--- src/pkg/phy_mgmt_pkg.sv ---
package phy_mgmt_pkg;
  localparam logic [5:0] idx_error_count = 6'h15;
  localparam logic [5:0] idx_pcs_config = 6'h16;
  localparam logic [5:0] idx_irq_status = 6'h17;
  localparam logic [5:0] idx_irq_mask = 6'h18;
  localparam int addr_lsb = 2;
  localparam logic [7:0] tally_reset = 8'h00;
  localparam logic [7:0] tally_max = 8'hff;
  localparam logic [15:0] pcs_config_reset = 16'h0000;
  localparam int pos_auto_crossover = 15;
  localparam int pos_free_clk = 11;
  localparam int pos_quiet_tx = 10;
  localparam int pos_sd_override = 9;
  localparam int pos_rsvd_lo = 12;
  localparam int ev_counted = 0;
  localparam int ev_saturated = 1;
  localparam int num_events = 2;
  localparam logic [1:0] resp_okay = 2'b00;
  localparam logic [1:0] resp_slverr = 2'b10;
  localparam int clk_period_ns = 40;
  localparam int crossover_dwell_ns = 40960;
  localparam int crossover_dwell_cycles = crossover_dwell_ns / clk_period_ns;

  typedef struct packed {
    logic auto_crossover;
    logic [2:0] rsvd;
    logic free_clk;
    logic quiet_tx;
    logic sd_override;
  } pcs_config_t;

  typedef struct packed {
    logic carrier;
    logic collision;
    logic symbol_error;
  } rx_status_t;

  typedef struct packed {
    logic mdi_crossed;
    logic rx_clk_free_run;
    logic quiet_transmit_enable;
    logic signal_detect_override;
  } line_ctrl_t;
endpackage : phy_mgmt_pkg

--- src/verilog/rx_error_counter_pcs_config.sv ---
`timescale 1ns/1ps
`default_nettype none
module rx_error_counter_pcs_config (
  input wire logic aclk,
  input wire logic aresetn,
  input wire logic ce,
  input wire logic [7:0] awaddr,
  input wire logic awvalid,
  output logic awready,
  input wire logic [31:0] wdata,
  input wire logic [3:0] wstrb,
  input wire logic wvalid,
  output logic wready,
  output logic [1:0] bresp,
  output logic bvalid,
  input wire logic bready,
  input wire logic [7:0] araddr,
  input wire logic arvalid,
  output logic arready,
  output logic [31:0] rdata,
  output logic [1:0] rresp,
  output logic rvalid,
  input wire logic rready,
  input wire phy_mgmt_pkg::rx_status_t rx_status,
  input wire logic forced_mode,
  input wire logic link_good,
  output phy_mgmt_pkg::line_ctrl_t line_ctrl,
  output logic irq
);
  import phy_mgmt_pkg::*;

  rx_status_t sync1;
  rx_status_t sync2;
  logic car_d;
  logic err_seen;
  logic coll_seen;
  logic [7:0] receive_error_tally;
  pcs_config_t cfg;
  logic [num_events-1:0] irq_status;
  logic [num_events-1:0] irq_mask;
  logic [5:0] aw_idx;
  logic [31:0] w_data;
  logic [3:0] w_strb;
  logic aw_held;
  logic w_held;
  logic [15:0] dwell;
  logic rd_was_count;

  // Receive status decode
  wire car = sync2.carrier;
  wire car_start = car & ~car_d;
  wire car_end = car_d & ~car;
  wire next_err = car_start ? sync2.symbol_error
                : (err_seen | (car & sync2.symbol_error));
  wire next_coll = car_start ? sync2.collision
                 : (coll_seen | (car & sync2.collision));

  // Bus decode
  wire aw_hs = awvalid & awready;
  wire w_hs = wvalid & wready;
  wire ar_hs = arvalid & arready;
  wire [5:0] ar_idx = araddr[7:addr_lsb];
  wire do_write = aw_held & w_held & ~bvalid;
  wire wr_count = do_write & (aw_idx == idx_error_count);
  wire wr_cfg = do_write & (aw_idx == idx_pcs_config);
  wire wr_stat = do_write & (aw_idx == idx_irq_status);
  wire wr_mask = do_write & (aw_idx == idx_irq_mask);
  wire wr_hit = wr_count | wr_cfg | wr_stat | wr_mask;
  wire rd_count = ar_hs & (ar_idx == idx_error_count);
  wire rd_cfg = ar_hs & (ar_idx == idx_pcs_config);
  wire rd_stat = ar_hs & (ar_idx == idx_irq_status);
  wire rd_mask = ar_hs & (ar_idx == idx_irq_mask);
  wire rd_hit = rd_count | rd_cfg | rd_stat | rd_mask;

  // Error tally update
  wire count_event = car_end & err_seen & ~coll_seen;
  wire tally_full = (receive_error_tally == tally_max);
  wire inc = count_event & (rd_count | ~tally_full);
  wire [7:0] tally_base = rd_count ? tally_reset : receive_error_tally;
  wire [7:0] next_tally = inc ? tally_base + 8'h01 : tally_base;

  // Config write and read images
  wire [15:0] cfg_word = {cfg.auto_crossover, cfg.rsvd, cfg.free_clk,
                          cfg.quiet_tx, cfg.sd_override, 9'h000};
  wire [15:0] cfg_merge = {w_strb[1] ? w_data[15:8] : cfg_word[15:8],
                           cfg_word[7:0]};
  wire [31:0] rd_word = rd_count ? {24'h000000, receive_error_tally}
                      : rd_cfg ? {16'h0000, cfg_word}
                      : rd_stat ? {30'h00000000, irq_status}
                      : rd_mask ? {30'h00000000, irq_mask}
                      : 32'h00000000;

  // Event flags
  wire [num_events-1:0] ev;
  assign ev[ev_counted] = inc;
  assign ev[ev_saturated] = inc & (next_tally == tally_max);
  wire [num_events-1:0] clr = (wr_stat & w_strb[0])
                            ? w_data[num_events-1:0] : '0;
  wire [num_events-1:0] next_status = (irq_status & ~clr) | ev;
  wire [num_events-1:0] next_mask = (wr_mask & w_strb[0])
                                  ? w_data[num_events-1:0] : irq_mask;
  wire next_irq = |(next_status & next_mask);

  // Crossover dwell timer
  wire hunting = cfg.auto_crossover & forced_mode & ~link_good;
  wire dwell_done = (dwell == 16'(crossover_dwell_cycles - 1));

  always_ff @(posedge aclk) begin
    if (!aresetn) begin
      sync1 <= '0;
      sync2 <= '0;
    end else if (ce) begin
      sync1 <= rx_status;
      sync2 <= sync1;
    end
  end

  always_ff @(posedge aclk) begin
    if (!aresetn) begin
      car_d <= 1'b0;
      err_seen <= 1'b0;
      coll_seen <= 1'b0;
      receive_error_tally <= tally_reset;
    end else if (ce) begin
      car_d <= car;
      err_seen <= next_err;
      coll_seen <= next_coll;
      receive_error_tally <= next_tally;
    end
  end

  always_ff @(posedge aclk) begin
    if (!aresetn) begin
      cfg <= pcs_config_t'(pcs_config_reset[15:9]);
    end else if (ce && wr_cfg) begin
      cfg <= pcs_config_t'(cfg_merge[15:9]);
    end
  end

  always_ff @(posedge aclk) begin
    if (!aresetn) begin
      irq_status <= '0;
      irq_mask <= '0;
      irq <= 1'b0;
    end else if (ce) begin
      irq_status <= next_status;
      irq_mask <= next_mask;
      irq <= next_irq;
    end
  end

  always_ff @(posedge aclk) begin
    if (!aresetn) begin
      dwell <= 16'h0000;
      line_ctrl <= '0;
    end else if (ce) begin
      dwell <= (!hunting || dwell_done) ? 16'h0000 : dwell + 16'h0001;
      if (!cfg.auto_crossover) begin
        line_ctrl.mdi_crossed <= 1'b0;
      end else if (hunting && dwell_done) begin
        line_ctrl.mdi_crossed <= ~line_ctrl.mdi_crossed;
      end
      line_ctrl.rx_clk_free_run <= cfg.free_clk;
      line_ctrl.quiet_transmit_enable <= cfg.quiet_tx;
      line_ctrl.signal_detect_override <= cfg.sd_override;
    end
  end

  always_ff @(posedge aclk) begin
    if (!aresetn) begin
      awready <= 1'b1;
      wready <= 1'b1;
      aw_held <= 1'b0;
      w_held <= 1'b0;
      aw_idx <= 6'h00;
      w_data <= 32'h00000000;
      w_strb <= 4'h0;
      bvalid <= 1'b0;
      bresp <= resp_okay;
    end else if (ce) begin
      if (aw_hs) begin
        aw_idx <= awaddr[7:addr_lsb];
        aw_held <= 1'b1;
        awready <= 1'b0;
      end
      if (w_hs) begin
        w_data <= wdata;
        w_strb <= wstrb;
        w_held <= 1'b1;
        wready <= 1'b0;
      end
      if (do_write) begin
        bvalid <= 1'b1;
        bresp <= wr_hit ? resp_okay : resp_slverr;
        aw_held <= 1'b0;
        w_held <= 1'b0;
      end
      if (bvalid && bready) begin
        bvalid <= 1'b0;
        awready <= 1'b1;
        wready <= 1'b1;
      end
    end
  end

  always_ff @(posedge aclk) begin
    if (!aresetn) begin
      arready <= 1'b1;
      rvalid <= 1'b0;
      rdata <= 32'h00000000;
      rresp <= resp_okay;
      rd_was_count <= 1'b0;
    end else if (ce) begin
      if (ar_hs) begin
        arready <= 1'b0;
        rvalid <= 1'b1;
        rdata <= rd_word;
        rresp <= rd_hit ? resp_okay : resp_slverr;
        rd_was_count <= rd_count;
      end else if (rvalid && rready) begin
        rvalid <= 1'b0;
        arready <= 1'b1;
      end
    end
  end

  property p_upper_zero;
    @(posedge aclk) disable iff (!aresetn)
      (rvalid && rd_was_count) |-> (rdata[31:8] == 24'h000000);
  endproperty
  a_upper_zero: assert property (p_upper_zero)
    else $error("Upper count bits read nonzero");

  property p_count_up;
    @(posedge aclk) disable iff (!aresetn)
      (ce && count_event && !tally_full && !rd_count)
      |=> (receive_error_tally == $past(receive_error_tally) + 8'h01);
  endproperty
  a_count_up: assert property (p_count_up)
    else $error("Tally did not advance on counted event");

  property p_once_per_carrier;
    @(posedge aclk) disable iff (!aresetn)
      (ce && car && !rd_count)
      |=> (receive_error_tally == $past(receive_error_tally));
  endproperty
  a_once_per_carrier: assert property (p_once_per_carrier)
    else $error("Tally moved during carrier");

  property p_no_collision_count;
    @(posedge aclk) disable iff (!aresetn)
      (ce && car_end && coll_seen && !rd_count)
      |=> $stable(receive_error_tally);
  endproperty
  a_no_collision_count: assert property (p_no_collision_count)
    else $error("Tally advanced on collision event");

  property p_saturate;
    @(posedge aclk) disable iff (!aresetn)
      (ce && tally_full && !rd_count) |=> (receive_error_tally == tally_max);
  endproperty
  a_saturate: assert property (p_saturate)
    else $error("Tally wrapped past maximum");

  property p_clear_on_read;
    @(posedge aclk) disable iff (!aresetn)
      (ce && rd_count)
      |=> (rdata[7:0] == $past(receive_error_tally))
          && (receive_error_tally == {7'h00, $past(count_event)});
  endproperty
  a_clear_on_read: assert property (p_clear_on_read)
    else $error("Count read did not return and clear");

  property p_crossover_off;
    @(posedge aclk) disable iff (!aresetn)
      (ce && !cfg.auto_crossover) |=> !line_ctrl.mdi_crossed;
  endproperty
  a_crossover_off: assert property (p_crossover_off)
    else $error("Crossed pairs with crossover disabled");

  property p_free_clk;
    @(posedge aclk) disable iff (!aresetn)
      (ce && wr_cfg && w_strb[1]) ##1 ce
      |=> (line_ctrl.rx_clk_free_run == $past(w_data[pos_free_clk], 2));
  endproperty
  a_free_clk: assert property (p_free_clk)
    else $error("Receive clock mode not following write");

  property p_quiet_tx;
    @(posedge aclk) disable iff (!aresetn)
      ce |=> (line_ctrl.quiet_transmit_enable == $past(cfg.quiet_tx))
             && (cfg.quiet_tx == cfg_word[pos_quiet_tx]);
  endproperty
  a_quiet_tx: assert property (p_quiet_tx)
    else $error("Quiet transmit mode mismatch");

  property p_sd_override;
    @(posedge aclk) disable iff (!aresetn)
      (ce && rd_cfg)
      |=> (rdata[pos_sd_override] == line_ctrl.signal_detect_override)
          || !$past(ce);
  endproperty
  a_sd_override: assert property (p_sd_override)
    else $error("Signal detect override mismatch");

  property p_write_ignored;
    @(posedge aclk) disable iff (!aresetn)
      (ce && wr_count && !count_event && !rd_count)
      |=> $stable(receive_error_tally);
  endproperty
  a_write_ignored: assert property (p_write_ignored)
    else $error("Count register took a write");

  property p_event_sets;
    @(posedge aclk) disable iff (!aresetn)
      (ce && inc) |=> irq_status[ev_counted];
  endproperty
  a_event_sets: assert property (p_event_sets)
    else $error("Counted event lost by status");

  property p_full_flag;
    @(posedge aclk) disable iff (!aresetn)
      (ce && inc && (next_tally == tally_max)) |=> irq_status[ev_saturated];
  endproperty
  a_full_flag: assert property (p_full_flag)
    else $error("Saturation event lost by status");

  property p_irq_level;
    @(posedge aclk) disable iff (!aresetn)
      irq == |(irq_status & irq_mask);
  endproperty
  a_irq_level: assert property (p_irq_level)
    else $error("Interrupt line disagrees with status");

  property p_ce_freeze;
    @(posedge aclk) disable iff (!aresetn)
      !ce |=> $stable(receive_error_tally) && $stable(cfg)
              && $stable(bvalid) && $stable(rvalid);
  endproperty
  a_ce_freeze: assert property (p_ce_freeze)
    else $error("State moved with clock enable low");
endmodule : rx_error_counter_pcs_config
`default_nettype wire

--- config.mk ---
export PLATFORM = sky130hd
export DESIGN_NAME = rx_error_counter_pcs_config
export DESIGN_NICKNAME = d
export VERILOG_FILES = /design/src/pkg/phy_mgmt_pkg.sv /design/src/verilog/rx_error_counter_pcs_config.sv
export SDC_FILE = /design/constraint.sdc
export NUM_CORES = 1
export LEC_CHECK = 0
export ABC_AREA = 0
export BUFFER_PORTS_ARGS = -buffer_cell sky130_fd_sc_hd__buf_2
export CAP_MARGIN = 20
export CORE_MARGIN = 4
export CORE_UTILIZATION = 40
export CTS_CLUSTER_SIZE = 30
export DETAILED_ROUTE_END_ITERATION = 7
export PLACE_DENSITY_LB_ADDON = 0.15
export SLEW_MARGIN = 0
export SYNTH_ARGS = -nofsm -noshare
export SYNTH_HDL_FRONTEND = slang
export SYNTH_SLANG_ARGS = --single-unit
--- constraint.sdc ---
create_clock -name aclk -period 1.85 [get_ports aclk]
set_clock_uncertainty 0.1 [all_clocks]
set_input_delay 0.2775 -clock aclk [delete_from_list [all_inputs] [get_ports aclk]]
set_output_delay 0.2775 -clock aclk [all_outputs]
set_load 0.02 [all_outputs]
==> impl_metrics.sql, run 1 <==
INSERT INTO impl_metrics (metric_group, metric, value, unit) VALUES
('route', 'first_pass_iters', '4', ''),
('logic_synthesis', 'synth.distinct_cells', '50', ''),
('placement', 'io_buffers', '62', ''),
('outcome', 'violations_in_the_final_reports', 'setup timing', ''),
('finish', 'drive_above_1_share', '26.0', '%'),
('logic_synthesis', 'mappedNetlistArea', '4040', 'um^2'),
('outcome', 'outcome', 'finished with violations', ''),
('route', 'post_drt_via_cell_ratio', '4.95', ''),
('power', 'pwr-share-seq', '54.3', '%'),
('floorplanning', 'placeableCoreArea', '9820', 'um^2'),
('power', 'vdd_ir_drop_max', '0.348', 'mV'),
('power', 'switching_share_of_power', '25.2', '%'),
('finish', 'synthToLayoutAreaGrowth', '23.3', '%'),
('logic_synthesis', 'synth_largest_type_area_fraction', '44.6', '%'),
('logic_synthesis', 'synthTopCellsByArea', 'sky130_fd_sc_hd__dfxtp_1 (45%), sky130_fd_sc_hd__mux2i_1 (6.7%), sky130_fd_sc_hd__nand2_1 (5.6%), sky130_fd_sc_hd__nor2b_1 (5.6%), sky130_fd_sc_hd__a21boi_0 (5.2%)', ''),
('setup_path', 'worstPathArrival', '2.06', 'ns'),
('timing', 'timing.fmax', '524', 'MHz'),
('placement', 'place.gp.congestion', '0.776', ''),
('setup_path', 'path_delay_family', 'simple AND/OR/NAND/NOR gates', ''),
('placement', 'place.detailed.hpwl', '6430', 'um'),
('route', 'drc', '0', ''),
('logic_synthesis', 'postSynthRegisterBits', '90', ''),
('floorplanning', 'dieWidth', '109', 'um'),
('logic_synthesis', 'synth.yosys.seq_area_share', '44.6', '%'),
('floorplanning', 'initial_core_util', '41.2', '%'),
('setup_path', 'critical_path_required', '2.01', 'ns'),
('grt', 'antenna_found_initial', '0', ''),
('clock_tree', 'numCtsBuffers', '9', ''),
('power', 'power.share.clock', '36.9', '%'),
('clock_tree', 'clkTransAtPathRegs', '0.09', 'ns'),
('route', 'wirelength', '8900', 'um'),
('finish', 'fillCellCount', '976', ''),
('grt', 'pin_count_of_the_biggest_net_entering_global_routing', '36', ''),
('logic_synthesis', 'synth_enable_flop_cells', '0', ''),
('clock_tree', 'cts.htree.levels', '3', ''),
('timing', 'hold_slack', '0.0580', 'ns'),
('logic_synthesis', 'synthArstFlopShare', '0', '%'),
('setup_path', 'buffering_stage_count_on_the_worst_path_with_inverters_included', '1', ''),
('grt', 'grt_pass1_wl', '14400', 'um'),
('timing', 'period_share', '103', '%'),
('timing', 'timing.final.hold_violations', '0', ''),
('setup_path', 'worstPathCellList', 'or4_4 > nor4_4 > a21oi_2 > o21ai_4 > clkbuf_16 > nor2_1', ''),
('power', 'power_per_cell_area', '740', 'nW/um^2'),
('job', 'max-cap-violations', '0', ''),
('logic_synthesis', 'synthCells', '450', ''),
('timing', 'timing.final.ws_setup', '-0.0567', 'ns'),
('floorplanning', 'placement_rows', '36', ''),
('power', 'proportion_of_power_drawn_by_combinational_gates', '8.8', '%'),
('power', 'netSwitchingPower', '928', 'uW'),
('clock_tree', 'cts.root.buffer_cell', 'sky130_fd_sc_hd__clkbuf_8', ''),
('power', 'totalPowerFinal', '3690', 'uW'),
('timing', 'setup-violations-final', '16', ''),
('power', 'cell_internal_pwr', '2760', 'uW'),
('clock_tree', 'worst_skew_pair.late_latency', '0.36', 'ns'),
('floorplanning', 'floorplan.die_area', '11800', 'um^2'),
('logic_synthesis', 'ys.warnings.count', '0', ''),
('clock_tree', 'cts_tree', 'done', ''),
('route', 'route.vias.total', '3346', ''),
('power', 'cellLeakagePower', '0.00203', 'uW'),
('worst_hold_path', 'min_path_type', 'input port to flop', ''),
('grt', 'number_of_global_route_vias_before_repair', '3108', ''),
('setup_path', 'setup.worst_path.end_class', 'flop', ''),
('floorplanning', 'num_io_pins', '111', ''),
('timing', 'unrepaired_setup_endpoints_after_global_routing', 'yes', ''),
('route', 'routedWlPerCell', '13.2', 'um'),
('grt', 'globalRouteOverflowTotal', '0', ''),
('timing', 'final_period_minus_worst_setup_slack', '1.91', 'ns'),
('setup_path', 'timing.critical_path.slowest_stage_cell', 'sky130_fd_sc_hd__or4_4', ''),
('logic_synthesis', 'synth-main-ff-cell', 'sky130_fd_sc_hd__dfxtp_1', ''),
('logic_synthesis', 'synth_area_per_cell', '8.98', 'um^2'),
('logic_synthesis', 'synth.most_common_cell', 'sky130_fd_sc_hd__dfxtp_1', '');
## per-layer routing
metal  GRT usage [%]  vias to the layer above  share of wire (%)
li1                -                     1710                  -
met1            19.6                     1571                 47
met2            24.9                       52                 48
met3            2.81                       13                3.1
met4            7.03                        0                2.1
met5               0                        -                  0
## what timing repair did
item                                    4_1_cts  5_1_grt
cloned                                        0        1
pin swaps                                     1       11
endpoints found under the setup margin       17       25
buffers inserted                              0        2
gates resized for setup                       5       17
## power by group through the flow
stage | registers [uW] | clock network (uW) | logic (uW)
2_1_floorplan | 2050 | 0 | 214
3_3_place_gp | 2050 | 0 | 307
3_5_place_dp | 2050 | 0 | 312
4_1_cts | 2000 | 1400 | 312
5_1_grt | 2010 | 1470 | 357
6_report | 2000 | 1360 | 323
## worst register-to-register path, cell delays in order, from the launching register on
cell                        delay [ns]
sky130_fd_sc_hd__dfxtp_2          0.33
sky130_fd_sc_hd__or4_4            0.54
sky130_fd_sc_hd__nor4_4           0.25
sky130_fd_sc_hd__a21oi_2          0.14
sky130_fd_sc_hd__o21ai_4          0.22
sky130_fd_sc_hd__clkbuf_16        0.19
sky130_fd_sc_hd__nor2_1           0.04
## sequential cells by signal, indices dropped and copies added, names as in the netlist, 3 cells and up
register,flops
rdata,15
dwell,16
cfg,7
line_ctrl,4
sync1,3
aw_idx,6
w_data,9
receive_error_tally,8
## through the flow
stage                     TNS [ns]  worst slack, ns  area, um^2  std cells
after floorplan            -0.0107          -0.0107        4120        468
after global placement      -0.240          -0.0376        4650        657
after detailed placement     -1.03          -0.0693        4650        657
after CTS                  -0.0293          -0.0248        4870        673
after global routing         -1.77           -0.114        4980        676
final                       -0.751          -0.0567        4980        676
## logic make-up (layout without fill, tap and decap cells)
family,count (synthesis),after routing,synth area share (%)
flops,90,90,44.6
mux,27,27,6.69
xor+xnor,15,15,3.25
other cells,1,19,0.0928
compound gates,79,79,13.9
fa+ha+maj,1,1,0.309
buf+inv,48,123,6.44
simple gates,189,189,24.8
## worst paths after layout
check / start / end / slack [ns] / cells after the start
min: wdata[11] / w_data[11]$_SDFFE_PN0P_ / 0.06 / 3
max: dwell[12]$_SDFFE_PN0P_ / dwell[12]$_SDFFE_PN0P_ / -0.06 / 6
max reg2reg: dwell[12]$_SDFFE_PN0P_ / dwell[12]$_SDFFE_PN0P_ / -0.06 / 6
min reg2reg: aw_held$_SDFFE_PN0P_ / aw_held$_SDFFE_PN0P_ / 0.35 / 2
## cell type report
cell class | instances | area (um^2) | area share (%)
clock buffers | 12 | 176 | 3.54
clock inverters | 4 | 32.5 | 0.653
inverters | 4 | 15.0 | 0.301
multi-input cells | 330 | 2140 | 42.9
flip-flops and latches | 90 | 1810 | 36.3
well taps | 133 | 166 | 3.34
repair buffers | 103 | 648 | 13.0
## cell usage in the layout (no fill, tap or decap), drive strengths merged, types with 4 or more instances in the layout
| cell | count |
|---|---|
| xor2 | 6 |
| and3 | 7 |
| mux2i | 27 |
| buf | 102 |
| dfxtp | 90 |
| nand4 | 8 |
| nor3 | 5 |
| conb | 19 |
| nor2 | 25 |
| nor2b | 36 |
| xnor2 | 9 |
| a21oi | 7 |
| clkbuf | 13 |
| a22oi | 7 |
| inv | 4 |
| nand2 | 60 |
| o211ai | 6 |
| o21ai | 13 |
| a21boi | 28 |
| nand3 | 26 |
Note: power is estimated with default switching activity, not from simulation.
==> run 2, diff against run 1 <==
Settings changed: BUFFER_PORTS_ARGS -buffer_cell sky130_fd_sc_hd__buf_2 to default, CAP_MARGIN 20 to default, DONT_BUFFER_PORTS from default to 1.
==> run 2 against run 1 <==
Effect of this change: the flow finishes with violations (hold timing, setup timing); sequential power about the same; first-iteration DRC count is 68% higher; fmax up 3.0%; die area unchanged; count of clock-buffer cells in the layout decreased by 2; register-to-register slack improved by 0.06 ns; non-clock buffer count fell by 38; flip-flop and latch count unchanged; clock power increased by 7%; design area decreased by 2.1%; final cell count decreased by 5.6%; wire length down 1.2%; critical path type unchanged; largest power group unchanged.
==> impl_metrics.sql, run 2 (synthesis gave the netlist of run 1 again) <==
INSERT INTO impl_metrics (metric_group, metric, value, unit) VALUES
('outcome', 'outcome', 'finished with violations', ''),
('outcome', 'violations_in_the_final_reports', 'hold timing, setup timing', ''),
('clock_tree', 'clock_path_buffers', '2', ''),
('grt', 'gr_layer_usage_met2', '26.3', '%'),
('timing', 'period_share', '100', '%'),
('clock_tree', 'worst_skew_pair.late_latency', '0.35', 'ns'),
('finish', 'layout_common_cells', 'sky130_fd_sc_hd__dfxtp_1 (88), sky130_fd_sc_hd__nand2_1 (60), sky130_fd_sc_hd__nor2b_1 (35)', ''),
('setup_path', 'worstPathCellList', 'or4_4 > nor4_4 > nand2_1 > or4_1 > a21boi_1', ''),
('power', 'switching_share_of_power', '24.0', '%'),
('grt', 'track_usage', '15.9', '%'),
('setup_path', 'timing.critical_path.slowest_stage_cell', 'sky130_fd_sc_hd__or4_4', ''),
('route', 'route.antenna.remaining_nets', '0', ''),
('setup_path', 'critical_path_required', '2.03', 'ns'),
('clock_tree', 'numCtsBuffers', '9', ''),
('setup_path', 'crit_path_start_kind', 'flop', ''),
('setup_path', 'critical_path_s_largest_stage_delay', '0.54', 'ns'),
('power', 'power_per_cell_area', '761', 'nW/um^2'),
('floorplanning', 'placeableCoreArea', '9820', 'um^2'),
('power', 'totalPowerFinal', '3710', 'uW'),
('finish', 'drive_above_1_share', '13.3', '%'),
('clock_tree', 'cts.root.buffer_cell', 'sky130_fd_sc_hd__clkbuf_8', ''),
('finish', 'fin_cells', '638', ''),
('timing', 'setup-violations-final', '1', ''),
('power', 'cell_internal_pwr', '2820', 'uW'),
('setup_path', 'setup.worst_path.end_class', 'flop', ''),
('worst_hold_path', 'min_path_type', 'input port to flop', ''),
('placement', 'post-place-ws', '-0.0650', 'ns'),
('route', 'drc', '0', ''),
('power', 'pwr-share-seq', '54.1', '%'),
('grt', 'grt_pass1_wl', '14900', 'um'),
('job', 'max-cap-violations', '0', ''),
('floorplanning', 'floorplan.die_area', '11800', 'um^2'),
('placement', 'dp.cells', '588', ''),
('finish', 'nets', '566', ''),
('placement', 'io_buffers', '0', ''),
('timing', 'timing.final.hold_violations', '23', ''),
('finish', 'fillCellCount', '978', ''),
('timing', 'timing.final.ws_setup', '-0.00162', 'ns'),
('route', 'post_drt_via_cell_ratio', '4.96', ''),
('setup_path', 'worstPathArrival', '2.03', 'ns'),
('floorplanning', 'dieWidth', '109', 'um'),
('timing', 'unrepaired_setup_endpoints_after_global_routing', 'yes', ''),
('setup_path', 'crit_fanout', '3', ''),
('route', 'route.vias.total', '3162', ''),
('floorplanning', 'placement_rows', '36', ''),
('setup_path', 'buffering_stage_count_on_the_worst_path_with_inverters_included', '0', ''),
('grt', 'globalRouteOverflowTotal', '0', ''),
('floorplanning', 'num_io_pins', '111', ''),
('clock_tree', 'clock_sinks', '90', ''),
('route', 'drtIter0Drc', '138', ''),
('setup_path', 'path_class', 'flop to flop', ''),
('clock_tree', 'cts.htree.levels', '3', ''),
('placement', 'place.gp.congestion', '0.752', ''),
('grt', 'global_route.usage.met3', '3.70', '%'),
('setup_path', 'path_delay_family', 'simple AND/OR/NAND/NOR gates', ''),
('finish', 'diodes', '0', ''),
('finish', 'register_name_with_the_most_flops', 'dwell', ''),
('finish', 'final_util', '49.7', '%'),
('placement', 'place.detailed.hpwl', '5990', 'um'),
('power', 'vdd_ir_drop_max', '0.354', 'mV'),
('timing', 'final_period_minus_worst_setup_slack', '1.85', 'ns'),
('finish', 'leading_cell_type_in_the_layout_fill_and_taps_excluded', 'sky130_fd_sc_hd__dfxtp_1', ''),
('timing', 'slew_headroom', '66.7', '%'),
('power', 'cellLeakagePower', '0.00189', 'uW'),
('timing', 'report.final.slew_viol_count', '0', ''),
('grt', 'met1_global_route_usage', '20.7', '%'),
('finish', 'layout_top_registers', 'dwell x16, rdata x15, w_data x9', ''),
('floorplanning', 'initial_core_util', '41.2', '%'),
('grt', 'antenna_found_initial', '0', ''),
('finish', 'synthToLayoutAreaGrowth', '20.7', '%'),
('grt', 'number_of_global_route_vias_before_repair', '3048', ''),
('finish', 'largest_reg_flops', '16', ''),
('power', 'netSwitchingPower', '893', 'uW'),
('timing', 'tightest_slew', '0.498', 'ns'),
('clock_tree', 'clkTransAtPathRegs', '0.10', 'ns'),
('floorplanning', 'die_h', '109', 'um'),
('grt', 'pin_count_of_the_biggest_net_entering_global_routing', '77', ''),
('timing', 'hold_slack', '-0.0392', 'ns'),
('grt', 'grt_most_used_layer', 'met2', ''),
('route', 'routedWlPerCell', '13.8', 'um'),
('power', 'proportion_of_power_drawn_by_combinational_gates', '6.8', '%'),
('timing', 'timing.fmax', '540', 'MHz'),
('clock_tree', 'cts_tree', 'done', ''),
('route', 'first_pass_iters', '6', ''),
('power', 'power.share.clock', '39.0', '%'),
('route', 'wirelength', '8800', 'um');
[run 2: routing by layer]
layer	part of all wire (%)	up-vias
li1	-	1629
met3	5.1	12
met2	47	64
met5	0	-
met1	46	1457
met4	1.4	0
[run 2: final cells by class]
class,instances,area (um^2),area share (%)
Multi-Input combinational cell,330,2090,42.9
Clock inverter,6,68.8,1.41
Sequential cell,90,1810,37.0
Inverter,4,15.0,0.308
Tap cell,133,166,3.41
Clock buffer,10,149,3.05
Timing Repair Buffer,65,583,11.9
[run 2: per-stage QoR]
step	instance area, um^2	setup TNS (ns)
global route	4880	-0.893
detailed placement	4280	-0.0781
finish	4880	-0.00162
CTS	4830	-0.0195
floorplan	4120	-0.0107
global placement	4280	-0.0257
[run 2: final timing paths]
kind,to,slack (ns),startpoint,cells after the start
max reg2reg,line_ctrl[3]$_SDFFE_PN0P_,-0.002,dwell[12]$_SDFFE_PN0P_,5
min,receive_error_tally[4]$_SDFFE_PN0P_,-0.04,aresetn,1
max,line_ctrl[3]$_SDFFE_PN0P_,-0.002,dwell[12]$_SDFFE_PN0P_,5
min reg2reg,aw_held$_SDFFE_PN0P_,0.35,aw_held$_SDFFE_PN0P_,2
[run 2: power by group through the flow]
stage / sequential [uW] / combinational, uW / clock, uW
floorplan: 2050 / 214 / 0
detailed placement: 2060 / 206 / 0
global route: 2020 / 283 / 1580
global placement: 2050 / 204 / 0
CTS: 2010 / 253 / 1500
finish: 2010 / 254 / 1450
[run 2: what timing repair did]
| item | 4_1_cts | 5_1_grt |
|---|---|---|
| hold endpoints to repair | 72 | 51 |
| gates resized for setup | 5 | 8 |
| setup endpoints to repair | 17 | 36 |
| hold buffers | 31 | 1 |
| pin swaps | 0 | 2 |
| buffers inserted | 0 | 2 |
